===== config.mk =====
export PLATFORM = sky130hd
export DESIGN_NAME = port_io_keypad
export DESIGN_NICKNAME = d
export VERILOG_FILES = /design/src/verilog/port_io_pkg.sv /design/src/verilog/port_pin_cell.sv /design/src/verilog/port_io_keypad.sv
export SDC_FILE = /design/constraint.sdc
export NUM_CORES = 1
export LEC_CHECK = 0
export BUFFER_PORTS_ARGS = -buffer_cell sky130_fd_sc_hd__buf_2
export CORE_MARGIN = 2
export CORE_UTILIZATION = 60
export DETAILED_ROUTE_END_ITERATION = 10
export PLACE_DENSITY = 0.84
export SLEW_MARGIN = 5
export SYNTH_ARGS = -nofsm -noshare
export SYNTH_HDL_FRONTEND = slang
export SYNTH_SLANG_ARGS = --single-unit

===== constraint.sdc =====
create_clock -name sys_clk_in -period 12.1 [get_ports sys_clk_in]
set_input_delay 2.42 -clock sys_clk_in [delete_from_list [all_inputs] [get_ports sys_clk_in]]
set_output_delay 2.42 -clock sys_clk_in [all_outputs]
set_load 0.03 [all_outputs]

===== src/verilog/port_io_pkg.sv =====
// package of constants for the three-port i/o block with keypad wake
// assumes a single 10 MHz cpu clock domain and a plain register port
package port_io_pkg;

  // ****************************************************************
  // register addresses
  // ****************************************************************
  localparam logic [3:0] ADDR_PORT0       = 4'h0;
  localparam logic [3:0] ADDR_PORT1       = 4'h1;
  localparam logic [3:0] ADDR_PORT2       = 4'h2;
  localparam logic [3:0] ADDR_MODE_A0     = 4'h3;
  localparam logic [3:0] ADDR_MODE_B0     = 4'h4;
  localparam logic [3:0] ADDR_MODE_A1     = 4'h5;
  localparam logic [3:0] ADDR_MODE_B1     = 4'h6;
  localparam logic [3:0] ADDR_MODE_A2     = 4'h7;
  localparam logic [3:0] ADDR_MODE_B2     = 4'h8;
  localparam logic [3:0] ADDR_KEYPAD_EN   = 4'h9;
  localparam logic [3:0] ADDR_AUX_ONE     = 4'hA;
  localparam logic [3:0] ADDR_INT_ENABLE  = 4'hB;

  // ****************************************************************
  // field positions
  // ****************************************************************
  // port_two_mode_reg_a: bits 1:0 are the oscillator-shared pin modes
  localparam int P2A_SCHMITT0_BIT = 2;
  localparam int P2A_SCHMITT1_BIT = 3;
  localparam int P2A_SCHMITT2_BIT = 4;
  localparam int P2A_TOGGLE0_BIT  = 5;
  localparam int P2A_TOGGLE1_BIT  = 6;
  localparam int P2A_CLKOUT_BIT   = 7;
  localparam int AUX_KBF_BIT      = 1;
  localparam int IEN_GLOBAL_BIT   = 0;
  localparam int IEN_KEYPAD_BIT   = 1;
  // pin indices on port 1 and port 2
  localparam int FIXED_OD_A_IDX   = 2;
  localparam int FIXED_OD_B_IDX   = 3;
  localparam int RESET_PIN_IDX    = 5;
  localparam int OSC_OUT_IDX      = 0;
  localparam int OSC_IN_IDX       = 1;

  // ****************************************************************
  // reset values and timing
  // ****************************************************************
  localparam logic [7:0] MODE_RESET     = 8'h00;
  localparam logic [7:0] LATCH_RST_HIGH = 8'hFF;
  localparam logic [7:0] LATCH_RST_LOW  = 8'h00;
  localparam logic [7:0] REG_RESET      = 8'h00;
  localparam int         CLK_HZ         = 10_000_000;
  localparam int         STRONG_CPU_CLKS = 2;
  localparam int         STRONG_CYCLES  = (STRONG_CPU_CLKS < 1) ? 1 : STRONG_CPU_CLKS;

  typedef enum logic [1:0] {
    MODE_QUASI = 2'b00,
    MODE_PUSH  = 2'b01,
    MODE_INPUT = 2'b10,
    MODE_OPEN  = 2'b11
  } pin_mode_e;

endpackage


===== src/verilog/port_pin_cell.sv =====
// one pin output structure: pull-ups and pull-down; the pin level gates the weak pull-up
// assumes pin_level_in is already synchronised to sys_clk_in
`timescale 1ns/1ps
module port_pin_cell (
  input  wire logic       sys_clk_in,
  input  wire logic       rst_in,
  input  wire logic [1:0] mode_in,
  input  wire logic       latch_in,
  input  wire logic       pin_level_in,
  input  wire logic       disable_in,
  output logic            very_weak_up_out,
  output logic            weak_up_out,
  output logic            strong_up_out,
  output logic            pull_down_out
);

  logic       latch_d;
  logic [1:0] strong_cnt;
  logic       rise;

  assign rise = latch_in && !latch_d;

  always_ff @(posedge sys_clk_in or posedge rst_in) begin
    if (rst_in) begin
      latch_d <= 1'b0;
    end else begin
      latch_d <= latch_in;
    end
  end

  // strong pull-up burst after a 0 to 1 latch change
  always_ff @(posedge sys_clk_in or posedge rst_in) begin
    if (rst_in) begin
      strong_cnt <= 2'd0;
    end else if (rise && mode_in == port_io_pkg::MODE_QUASI && !disable_in) begin
      // the rise cycle itself is the first clock of the burst, so count one less
      strong_cnt <= 2'(port_io_pkg::STRONG_CYCLES - 1);
    end else if (strong_cnt != 2'd0) begin
      strong_cnt <= strong_cnt - 2'd1;
    end
  end

  always_comb begin
    very_weak_up_out = 1'b0;
    weak_up_out      = 1'b0;
    strong_up_out    = 1'b0;
    pull_down_out    = 1'b0;
    if (!disable_in) begin
      case (mode_in)
        port_io_pkg::MODE_QUASI: begin
          very_weak_up_out = latch_in;
          weak_up_out      = latch_in && pin_level_in;
          // a latch that falls mid-burst drops the strong pull-up at once
          strong_up_out    = latch_in && (rise || strong_cnt != 2'd0);
          pull_down_out    = !latch_in;
        end
        port_io_pkg::MODE_PUSH: begin
          strong_up_out = latch_in;
          pull_down_out = !latch_in;
        end
        port_io_pkg::MODE_OPEN: begin
          pull_down_out = !latch_in;
        end
        default: begin
          // input only: every driver off
        end
      endcase
    end
  end

endmodule


===== src/verilog/port_io_keypad.sv =====
// three 8-bit i/o ports with per-pin output modes and keypad wake on port 0
// assumes pins arrive asynchronously; configuration straps are static levels
`timescale 1ns/1ps
module port_io_keypad (
  input  wire logic        sys_clk_in,
  input  wire logic        rst_in,
  // register port
  input  wire logic [3:0]  reg_addr_in,
  input  wire logic [7:0]  reg_wdata_in,
  input  wire logic        reg_write_in,
  input  wire logic        reg_read_in,
  output logic      [7:0]  reg_rdata_out,
  // configuration straps
  input  wire logic        pin_reset_high_select_in,
  input  wire logic        internal_reset_in,
  input  wire logic        crystal_osc_in,
  // pins
  input  wire logic [23:0] pin_level_in,
  output logic      [23:0] very_weak_up_out,
  output logic      [23:0] weak_up_out,
  output logic      [23:0] strong_up_out,
  output logic      [23:0] pull_down_out,
  output logic      [2:0]  schmitt_select_out,
  output logic             reset_pin_schmitt_out,
  output logic             fixed_pins_schmitt_out,
  output logic      [1:0]  timer_toggle_enable_out,
  output logic             clock_out_enable_out,
  // cpu side
  output logic             keypad_int_request_out,
  output logic             keypad_wake_out
);

  // ****************************************************************
  // decode helpers
  // ****************************************************************
  // a register write lands only when the strobe and the address agree
  function automatic logic write_hit(input logic       strobe,
                                     input logic [3:0] addr,
                                     input logic [3:0] target);
    return strobe && (addr == target);
  endfunction

  // flat pin index to port number; port 0 holds pins 7:0
  function automatic int port_of(input int pin);
    return pin / 8;
  endfunction

  // flat pin index to bit position inside its port
  function automatic int bit_of(input int pin);
    return pin % 8;
  endfunction

  // input path of one port; a disabled pin reads as 0 so a floating
  // oscillator or reset pin never leaks noise into software
  function automatic logic [7:0] port_view(input logic [7:0] level,
                                           input logic [7:0] off);
    return level & ~off;
  endfunction

  // ****************************************************************
  // pin synchroniser and configuration capture
  // ****************************************************************
  logic [23:0] pin_meta;
  logic [23:0] pin_sync;
  logic        reset_seen;
  logic        reset_high;

  always_ff @(posedge sys_clk_in or posedge rst_in) begin
    if (rst_in) begin
      pin_meta <= 24'h00_0000;
      pin_sync <= 24'h00_0000;
    end else begin
      pin_meta <= pin_level_in;
      pin_sync <= pin_meta;
    end
  end

  // the strap is caught on the first edge after release, never by the reset itself
  always_ff @(posedge sys_clk_in or posedge rst_in) begin
    if (rst_in) begin
      reset_seen <= 1'b0;
      reset_high <= 1'b0;
    end else if (!reset_seen) begin
      reset_seen <= 1'b1;
      reset_high <= pin_reset_high_select_in;
    end
  end

  // ****************************************************************
  // registers
  // ****************************************************************
  logic [7:0] port_latch [3];
  logic [7:0] port_mode_select_a [3];
  logic [7:0] port_mode_select_b [3];
  logic [7:0] keypad_pin_enable_reg;
  logic       keypad_wake_flag;
  logic       keypad_int_enable;
  logic       global_int_enable;
  logic       keypad_low;
  logic [23:0] cell_disable;
  logic [1:0]  cell_mode [24];

  // latches follow the strap on the first clock, then software writes
  always_ff @(posedge sys_clk_in or posedge rst_in) begin
    if (rst_in) begin
      for (int p = 0; p < 3; p++) begin
        port_latch[p] <= port_io_pkg::LATCH_RST_LOW;
      end
    end else if (!reset_seen) begin
      for (int p = 0; p < 3; p++) begin
        port_latch[p] <= pin_reset_high_select_in ? port_io_pkg::LATCH_RST_HIGH
                                                  : port_io_pkg::LATCH_RST_LOW;
      end
    end else if (reg_write_in && reg_addr_in <= port_io_pkg::ADDR_PORT2) begin
      port_latch[reg_addr_in[1:0]] <= reg_wdata_in;
    end
  end

  always_ff @(posedge sys_clk_in or posedge rst_in) begin
    if (rst_in) begin
      for (int p = 0; p < 3; p++) begin
        port_mode_select_a[p] <= port_io_pkg::MODE_RESET;
        port_mode_select_b[p] <= port_io_pkg::MODE_RESET;
      end
    end else if (reg_write_in) begin
      case (reg_addr_in)
        port_io_pkg::ADDR_MODE_A0: port_mode_select_a[0] <= reg_wdata_in;
        port_io_pkg::ADDR_MODE_B0: port_mode_select_b[0] <= reg_wdata_in;
        port_io_pkg::ADDR_MODE_A1: port_mode_select_a[1] <= reg_wdata_in;
        port_io_pkg::ADDR_MODE_B1: port_mode_select_b[1] <= reg_wdata_in;
        port_io_pkg::ADDR_MODE_A2: port_mode_select_a[2] <= reg_wdata_in;
        port_io_pkg::ADDR_MODE_B2: port_mode_select_b[2] <= reg_wdata_in;
        default: begin
        end
      endcase
    end
  end

  always_ff @(posedge sys_clk_in or posedge rst_in) begin
    if (rst_in) begin
      keypad_pin_enable_reg <= port_io_pkg::REG_RESET;
      keypad_int_enable     <= 1'b0;
      global_int_enable     <= 1'b0;
    end else begin
      if (write_hit(reg_write_in, reg_addr_in, port_io_pkg::ADDR_KEYPAD_EN)) begin
        keypad_pin_enable_reg <= reg_wdata_in;
      end
      if (write_hit(reg_write_in, reg_addr_in, port_io_pkg::ADDR_INT_ENABLE)) begin
        keypad_int_enable <= reg_wdata_in[port_io_pkg::IEN_KEYPAD_BIT];
        global_int_enable <= reg_wdata_in[port_io_pkg::IEN_GLOBAL_BIT];
      end
    end
  end

  // ****************************************************************
  // keypad wake
  // ****************************************************************
  assign keypad_low = |(keypad_pin_enable_reg & ~pin_sync[7:0]);

  // a low key in the clearing cycle keeps the flag set
  always_ff @(posedge sys_clk_in or posedge rst_in) begin
    if (rst_in) begin
      keypad_wake_flag <= 1'b0;
    end else if (keypad_low) begin
      keypad_wake_flag <= 1'b1;
    end else if (write_hit(reg_write_in, reg_addr_in, port_io_pkg::ADDR_AUX_ONE)
                 && !reg_wdata_in[port_io_pkg::AUX_KBF_BIT]) begin
      keypad_wake_flag <= 1'b0;
    end
  end

  assign keypad_int_request_out = keypad_wake_flag && keypad_int_enable
                                  && global_int_enable;
  // wake ignores the global enable so sleep can end with interrupts masked
  assign keypad_wake_out = keypad_wake_flag && keypad_int_enable;

  // ****************************************************************
  // read port
  // ****************************************************************
  always_ff @(posedge sys_clk_in or posedge rst_in) begin
    if (rst_in) begin
      reg_rdata_out <= 8'h00;
    end else if (reg_read_in) begin
      case (reg_addr_in)
        port_io_pkg::ADDR_PORT0:
          reg_rdata_out <= port_view(pin_sync[7:0], cell_disable[7:0]);
        port_io_pkg::ADDR_PORT1:
          reg_rdata_out <= port_view(pin_sync[15:8], cell_disable[15:8]);
        port_io_pkg::ADDR_PORT2:
          reg_rdata_out <= port_view(pin_sync[23:16], cell_disable[23:16]);
        port_io_pkg::ADDR_MODE_A0:    reg_rdata_out <= port_mode_select_a[0];
        port_io_pkg::ADDR_MODE_B0:    reg_rdata_out <= port_mode_select_b[0];
        port_io_pkg::ADDR_MODE_A1:    reg_rdata_out <= port_mode_select_a[1];
        port_io_pkg::ADDR_MODE_B1:    reg_rdata_out <= port_mode_select_b[1];
        port_io_pkg::ADDR_MODE_A2:    reg_rdata_out <= port_mode_select_a[2];
        port_io_pkg::ADDR_MODE_B2:    reg_rdata_out <= port_mode_select_b[2];
        port_io_pkg::ADDR_KEYPAD_EN:  reg_rdata_out <= keypad_pin_enable_reg;
        port_io_pkg::ADDR_AUX_ONE:    reg_rdata_out <= {6'h00, keypad_wake_flag, 1'b0};
        port_io_pkg::ADDR_INT_ENABLE:
          reg_rdata_out <= {6'h00, keypad_int_enable, global_int_enable};
        default:                      reg_rdata_out <= 8'h00;
      endcase
    end
  end

  // ****************************************************************
  // pin cells
  // ****************************************************************
  always_comb begin
    for (int i = 0; i < 24; i++) begin
      cell_mode[i]    = {port_mode_select_a[port_of(i)][bit_of(i)],
                         port_mode_select_b[port_of(i)][bit_of(i)]};
      cell_disable[i] = 1'b0;
    end
    cell_mode[8 + port_io_pkg::FIXED_OD_A_IDX] = port_io_pkg::MODE_OPEN;
    cell_mode[8 + port_io_pkg::FIXED_OD_B_IDX] = port_io_pkg::MODE_OPEN;
    // reset-shared pin never drives; it is only an input
    cell_mode[8 + port_io_pkg::RESET_PIN_IDX]  = port_io_pkg::MODE_INPUT;
    cell_disable[8 + port_io_pkg::RESET_PIN_IDX] = !internal_reset_in;
    cell_disable[16 + port_io_pkg::OSC_OUT_IDX]  = crystal_osc_in;
    cell_disable[16 + port_io_pkg::OSC_IN_IDX]   = crystal_osc_in;
  end

  for (genvar g = 0; g < 24; g++) begin : g_pin
    port_pin_cell u_cell (
      .sys_clk_in       (sys_clk_in),
      .rst_in           (rst_in),
      .mode_in          (cell_mode[g]),
      .latch_in         (port_latch[port_of(g)][bit_of(g)]),
      .pin_level_in     (pin_sync[g]),
      .disable_in       (cell_disable[g]),
      .very_weak_up_out (very_weak_up_out[g]),
      .weak_up_out      (weak_up_out[g]),
      .strong_up_out    (strong_up_out[g]),
      .pull_down_out    (pull_down_out[g])
    );
  end

  // ****************************************************************
  // port 2 spare enables and input thresholds
  // ****************************************************************
  always_comb begin
    schmitt_select_out[0] = port_mode_select_a[2][port_io_pkg::P2A_SCHMITT0_BIT];
    schmitt_select_out[1] = port_mode_select_a[2][port_io_pkg::P2A_SCHMITT1_BIT];
    schmitt_select_out[2] = port_mode_select_a[2][port_io_pkg::P2A_SCHMITT2_BIT];
    timer_toggle_enable_out[0] = port_mode_select_a[2][port_io_pkg::P2A_TOGGLE0_BIT];
    timer_toggle_enable_out[1] = port_mode_select_a[2][port_io_pkg::P2A_TOGGLE1_BIT];
    clock_out_enable_out = port_mode_select_a[2][port_io_pkg::P2A_CLKOUT_BIT] && !crystal_osc_in;
    fixed_pins_schmitt_out = 1'b1;
    reset_pin_schmitt_out  = internal_reset_in;
  end

  // reset_high holds the captured strap, but no register or output reads it
  logic unused_reset_high;
  assign unused_reset_high = reset_high;

endmodule


# Yosys cells after proc, flatten, opt, wreduce, memory -nomap -nowiden
# Index checks and enable logic that the tools add are counted.
[word_totals]
wordCells = 543
input_bits = 43
reg_bits = 203
out_inout_bits = 114
[classes]
magnitude_cmp = 3
n_reduce_logical = 256
muxes = 143
n_bitwise = 7
n_eq_ne = 54
addsub = 21
[ops]
columns = ["op", "n"]
rows = [
  ["$pmux W8 S12", 1],
  ["$logic_and A1 B1 Y1", 95],
  ["$reduce_bool A2 Y1", 43],
  ["$mux W2", 42],
  ["$mux W1", 73],
  ["$reduce_or A3 Y1", 21],
  ["$mux W24", 2],
  ["$logic_not A1 Y1", 47],
  ["$eq A2 B1 Y1 const B", 21],
  ["$eq A2 B2 Y1 const B", 21],
  ["$logic_not A2 Y1", 21],
  ["$pmux W1 S2", 21],
  ["$sub A2 B1 Y2 const B", 21],
  ["$and A8 B8 Y8", 3],
  ["$bwmux W24", 1],
  ["$logic_or A1 B1 Y1", 21],
  ["$demux W8 S2", 1],
  ["$eq A4 B3 Y1 const B", 4],
  ["$eq A4 B4 Y1 const B", 4],
  ["$mux W8", 2],
  ["$reduce_and A2 Y1", 6],
  ["$eq A4 B2 Y1 const B", 2],
  ["$not A2 Y8", 1],
  ["$not A6 Y8", 1],
  ["other kinds (9)", 9],
]

# Logic depth before layout (Yosys ltp)
# Gate-level depths: netlist (run 1).
[logic_depth]
word_depth = 8
ltp_mapped = 7
ltp_nobuf = 5

# Modules after synthesis
# From an unflattened synthesis (run 1), not the netlist that was laid out.
[hier_totals]
cells_unflattened = 921
hier_area_um2 = 10148.5
[modules_own_cells]
columns = ["mod", "instances", "area_each_um2", "cells_per_inst", "seq_area_each_um2"]
rows = [
  ["port_io_keypad", 1, 5794.3, 465, 3503.4],
  ["port_pin_cell", 24, 181.4, 19, 75.1],
]

# Worst setup path after synthesis (run 1)
# Ideal clock, no wire load.
[synth_path]
path_type = "in2out"
start = "in crystal_osc_in"
end = "out weak_up_out[16]"
t_required_ns = 9.680
path_slack_ns = 6.721
t_arrival_ns = 2.959
cell_stages = 5
path_buffers = 1
path_cell_list = "nor2_1 -> nand3_1 -> inv_1 -> and2_1 -> buf_4"
[synth_via]
elab_chain_len = 1
[synth_rtl]
columns = ["item", "line_no", "rtl"]
rows = [
  ["start, declared", "port_io_keypad.sv:16", "input wire logic crystal_osc_in,"],
  ["$mux W1", "port_pin_cell.sv:48", "if (!disable_in) begin"],
  ["end, declared", "port_io_keypad.sv:20", "output logic [23:0] weak_up_out,"],
]
# Every way passes these cells.

# Worst setup path in the final report (run 1)
# Same ends and word-level chain as after synthesis.

==> results_dict.tcl, run 1 <==
set metrics [dict create \
    status "complete, no violations" \
    startpoint "crystal_osc_in" \
    postRouteAntennaNets 0 \
    hold-worst-slack_ns 0.340 \
    max_freq_mhz 177 \
    slew_headroom_pct 33.8 \
    p_clk_share_pct 29.0 \
    p_leak_nw 5.36 \
    syn_area_mm2 0.00991 \
    intPower_mw 1.49 \
    synth_top_family_by_area "buffers and inverters" \
    placedInstanceArea_mm2 0.0100 \
    cts_tree "built" \
    peakVddDrop_uv 132 \
    gp_congestion 0.896 \
    comb_power_share_pct 30.4 \
    slowest_delay_ns 0.18 \
    grt_max_degree 129 \
    fin_setup_tns_ns 0 \
    area_delta_synth_final_pct 8.61 \
    p_switching_mw 0.794 \
    period_minus_slack_ns 5.65 \
    wl_met1_um 9170 \
    largest_reg_flops 42 \
    antenna_found_initial 0 \
    pin_count 157 \
    ys_warn_count 0 \
    tightest_slew_ns 0.993 \
    ctsLongestPathBuffers 3 \
    hold_class "reg -> reg" \
    wl_met2_um 10500 \
    fin_crit_sh_pct 46.7 \
    first_global_vias 6552 \
    ys_ff_latch 202 \
    swShare_pct 34.8 \
    fin_skew_ns 0.00763 \
    worstPathArrival_ns 3.23 \
    critPathSlowestCell "buf_2" \
    r2r_start "reset_seen" \
    synth_edf_count 0 \
    cts_setup_buffers 0 \
    route.top_layer_used "met4" \
    worstSetupPathType "in -> out" \
    drtIter0Drc 665 \
    startpoint_type "input port" \
    clock-root-buffer "clkbuf_16" \
    dp_hpwl_um 14700 \
    cts.reportedPaths.clkPinSlew_ns 0.06 \
    grt_use_total_pct 24.9 \
    nNetsFinal 1054 \
    drc 0 \
    slew_violations 0 \
    regMostFlops "g_pin.u_cell.strong_cnt" \
    dr.pass1.iters 6 \
    cts_resized 0 \
    netlist_instances 940 \
    viasPerCell 5.56 \
    p_seq_share_pct 40.6 \
    initial_core_util_pct 61.9 \
    async_reset_ff_share_pct 100 \
    die_h_um 133 \
    grt-ovfl-total 0 \
    die_width_um 133 \
    hp-start "pin_meta[20]" \
    worstPathMaxFanout 7 \
    ys_types 55 \
    wire_per_inst_um 17.9 \
    grt_setup_unrepaired "no" \
    yosys.area_share.adder_pct 2.65 \
    avgSynthCellArea_um2 10.5 \
    fin_area_mm2 0.0108 \
    synth-compound-area-share_pct 9.14 \
    endpoint_kind "output pin" \
    yosys_most_used_dff "dfrtp_1" \
    cts_sinks 202 \
    grt_pass1_wl_um 35000 \
    crit_path_frequent_cell "buf_2" \
    port_buffers 145 \
    htreeDepth 1 \
    fill_cells 1216 \
    power.density_mw_per_mm2 212 \
    wl_um 21900 \
    route.met3.wl_um 1490 \
    yosysSeqAreaShare_pct 51.0 \
    synth_simple_gate_area_share_pct 12.0 \
    synthMuxAreaShare_pct 10.1 \
    std_cell_rows 46 \
    cts_hold_buf 0 \
    die-area_mm2 0.0176 \
    drive_gt1_share_pct 25.2 \
    clock_latency_ns 0.50 \
    setup_viol 0 \
    via_count 6790 \
    diodes 0 \
    finalHoldViolations 0 \
    path_cells "buf_2 > nor2_1 > nand3_1 > inv_1 > and2_1 > buf_2" \
    required_ns 9.68 \
    cts_buffers 22 \
    cap_violations 0 \
    synth_xor_area_share_pct 1.86 \
    core_region_area_mm2 0.0160 \
]
cells by family after synthesis:
group | Yosys count
xor gates and xnor gates | 21
DFF | 202
and+or+nand+nor | 232
AOI/OAI and AO/OA | 148
other | 2
buffers and inverters | 231
muxes | 83
adders and majority gates | 21
through the flow:
stage                     setup WS, ns  power [mW]  cells  utilization (%)
after floorplan                   4.17        1.53    950                -
after global placement            6.45        1.59   1182             62.7
after detailed placement          6.45        1.63   1182             62.7
after CTS                         6.44        2.30   1222             67.3
after global routing              6.36        2.43   1222             67.3
final                             6.45        2.29   1222             67.3
cell usage after synthesis (8+ instances only):
cell type	number	share of area, %
dfrtp_1	202	51
buf_4	106	8.0
inv_1	98	3.7
nor2_1	79	3.0
mux2_2	54	6.1
a21oi_1	52	2.6
nand2_1	47	1.8
nand2b_1	42	2.7
a31oi_1	41	2.6
ha_1	21	2.7
o21ai_0	21	1.1
xor2_1	21	1.9
and2_1	20	1.3
buf_2	14	0.71
mux2i_1	14	1.4
a221oi_1	10	0.88
clkbuf_1	9	0.34
mux2_1	8	0.91
critical path, delay by kind of cell:
family | cells | cell delay, ns
buffers and inverters | 3 | 0.42
and+or+nand+nor | 3 | 0.39
per-layer routing:
| metal | GRT usage [%] | vias to the layer above |
|---|---|---|
| li1 | - | 3128 |
| met1 | 35.2 | 3322 |
| met2 | 40.0 | 283 |
| met3 | 4.02 | 57 |
| met4 | 7.77 | 0 |
| met5 | 0 | - |
power by group through the flow:
| stage | Combinational, mW | Sequential [mW] | Clock (mW) |
|---|---|---|---|
| 2_1_floorplan | 0.620 | 0.907 | 0 |
| 3_3_place_gp | 0.663 | 0.928 | 0 |
| 3_5_place_dp | 0.694 | 0.937 | 0 |
| 4_1_cts | 0.702 | 0.928 | 0.671 |
| 5_1_grt | 0.784 | 0.946 | 0.701 |
| 6_report | 0.696 | 0.928 | 0.662 |
layout make-up:
class | count | area (um2) | share of cell area (%)
Sequential cell | 202 | 5050 | 47.0
Clock buffer | 35 | 671 | 6.23
Timing Repair Buffer | 148 | 748 | 6.95
Inverter | 99 | 379 | 3.52
Clock inverter | 5 | 52.6 | 0.488
Multi-Input combinational cell | 517 | 3590 | 33.3
Tap cell | 216 | 270 | 2.51
final timing paths:
check,to,slack (ns),depth (start not counted)
worst max-delay path,weak_up_out[16],6.45,6
worst min-delay path,pin_sync[20],0.34,0
worst max register to register,port_latch[3],10.42,3
worst min register to register,pin_sync[20],0.34,0
max in group asynchronous,g_pin[9].u_cell.strong_cnt[0],8.50,3
min in group asynchronous,g_pin[3].u_cell.strong_cnt[1],2.12,2
layout by cell type, fill, tap and decap left out, types with 4 or more instances in the layout:
cell type,instances
clkbuf_1,7
xor2_1,21
nor2b_1,4
nor2_1,79
a21oi_1,52
clkbuf_8,5
a31oi_1,41
conb_1,12
mux2_2,54
dfrtp_1,202
mux4_2,7
mux2_1,8
ha_1,21
buf_2,145
nand3_1,7
a221oi_1,10
nand2b_1,42
and2_1,20
nand3b_1,6
mux2i_1,14
inv_1,97
o21ai_0,21
nor2_4,4
clkbuf_16,23
nand2_1,47
Power figures use the tool's default switching activity.
==> inputs of run 2 (changes only) <==
- CORE_UTILIZATION: 60 -> 57
- PLACE_DENSITY: 0.84 -> 0.8
- clock period: 12.1 -> 5.21 ns (I/O delays scaled with it)
==> results_dict.tcl, run 2 (synthesized netlist as in run 1, its figures left out) <==
set metrics [dict create \
    gp_congestion 0.884 \
    htreeDepth 1 \
    initial_core_util_pct 57.9 \
    die_width_um 136 \
    r2r_start "reset_seen" \
    dr.pass1.iters 5 \
    worstPathArrival_ns 1.85 \
    r2r_end "port_latch[16]" \
    via_count 6800 \
    worstPathMaxFanout 7 \
    clock_latency_ns 0.51 \
    regMostFlops "g_pin.u_cell.strong_cnt" \
    grt_use_total_pct 23.5 \
    cts_sinks 202 \
    nNetsFinal 1053 \
    finalHoldViolations 0 \
    wire_per_inst_um 17.5 \
    r2r_cells 3 \
    setup_viol 0 \
    cts_buffers 22 \
    drc 0 \
    cap_violations 0 \
    r2r_slack_ns 3.59 \
    wl_um 21500 \
    grt_max_degree 203 \
    tightest_slew_ns 1.06 \
    drtIter0Drc 518 \
    worstSetupPathType "in -> out" \
    grt_pass1_wl_um 33800 \
    period_minus_slack_ns 2.90 \
    grt-ovfl-total 0 \
    power.density_mw_per_mm2 488 \
    final_common_cell "dfrtp_1" \
    cts_tree "built" \
    cts_setup_buffers 0 \
    slew_violations 0 \
    core_region_area_mm2 0.0171 \
    antenna_found_initial 1 \
    cts.reportedPaths.clkPinSlew_ns 0.06 \
    endpoint_kind "output pin" \
    area_delta_synth_final_pct 8.36 \
    dp_hpwl_um 14800 \
    crit_end "weak_up_out[17]" \
    clock-root-buffer "clkbuf_16" \
    port_buffers 145 \
    std_cell_rows 48 \
    startpoint "crystal_osc_in" \
    cts_resized 0 \
    largest_reg_flops 42 \
    postRouteAntennaNets 0 \
    ctsLongestPathBuffers 3 \
    peakVddDrop_uv 330 \
    slew_headroom_pct 29.5 \
    max_freq_mhz 345 \
    status "complete, no violations" \
    die_h_um 136 \
    viasPerCell 5.54 \
    hold_class "reg -> reg" \
    final_cell_mix "202 x dfrtp_1, 145 x buf_2, 97 x inv_1" \
    die-area_mm2 0.0185 \
    fin_skew_ns 0.0184 \
    power_mw 5.24 \
    p_leak_nw 5.34 \
    fin_crit_sh_pct 55.6 \
    grt_setup_unrepaired "no" \
    first_global_vias 6586 \
    drive_gt1_share_pct 25.1 \
    fin_setup_tns_ns 0 \
    cts_hold_buf 0 \
    pin_count 157 \
    startpoint_type "input port" \
    required_ns 4.17 \
]
## run 2: cell count changes in the layout (fill, tap and decap cells not counted), sizes merged
cell	before	now
inv	99	98
diode	0	1
bufinv	1	0
buf	148	147
clkbuf	35	33
clkinv	3	4
## run 2: worst min-delay path by stage
stage                     slack [ns]            to  depth (start not counted)          from
after floorplan                 0.33   pin_sync[0]                          0   pin_meta[0]
after global placement          0.33   pin_sync[9]                          0   pin_meta[9]
after detailed placement        0.33  pin_sync[10]                          0  pin_meta[10]
final                           0.34   pin_sync[7]                          0   pin_meta[7]
after CTS                       0.35   pin_sync[7]                          0   pin_meta[7]
after global routing            0.35  pin_sync[10]                          0  pin_meta[10]
## run 2: routing by layer
metal  up-vias  wire [um]  part of all wire (%)  GRT usage (%)
met4         0        691                   3.2           7.64
met5         -          0                     0              0
met2       250      10400                    48           38.2
li1       3129          -                     -              -
met3        55       1430                   6.6           4.51
met1      3366       9000                    42           32.0
## run 2: stage by stage
step           setup WS (ns)  util (%)  hold slack (ns)  area [um2]  instances
3_5_place_dp            1.98      58.7            0.335       10100       1190
6_report                2.31      62.7            0.344       10700       1228
4_1_cts                 2.31      62.7            0.346       10700       1227
3_3_place_gp            2.10      58.7            0.332       10100       1190
2_1_floorplan           1.55         -            0.331        9950        950
5_1_grt                 2.21      62.7            0.351       10700       1228
## run 2: worst max-delay path: stages
cell     delay [ns]
buf_2          0.16
nor2_1         0.13
nand3_1        0.14
inv_1          0.09
and2_1         0.11
buf_2          0.18
## run 2: layout make-up
type / count / area (um2)
diodes: 1 / 2.50
clock buffers: 33 / 652
clock inverters: 4 / 31.3
fillers: 1364 / 6380
inverters: 99 / 375
multi-input cells: 517 / 3590
flip-flops and latches: 202 / 5050
well taps: 225 / 282
repair buffers: 147 / 753
## run 2: power breakdown
| group | switching (mW) | leakage [nW] | internal, mW | total [mW] |
|---|---|---|---|---|
| clock | 0.609 | 0.339 | 0.860 | 1.47 |
| sequential | 0.255 | 2.38 | 1.90 | 2.16 |
| combinational | 0.985 | 2.62 | 0.628 | 1.61 |
| total | 1.85 | 5.34 | 3.39 | 5.24 |
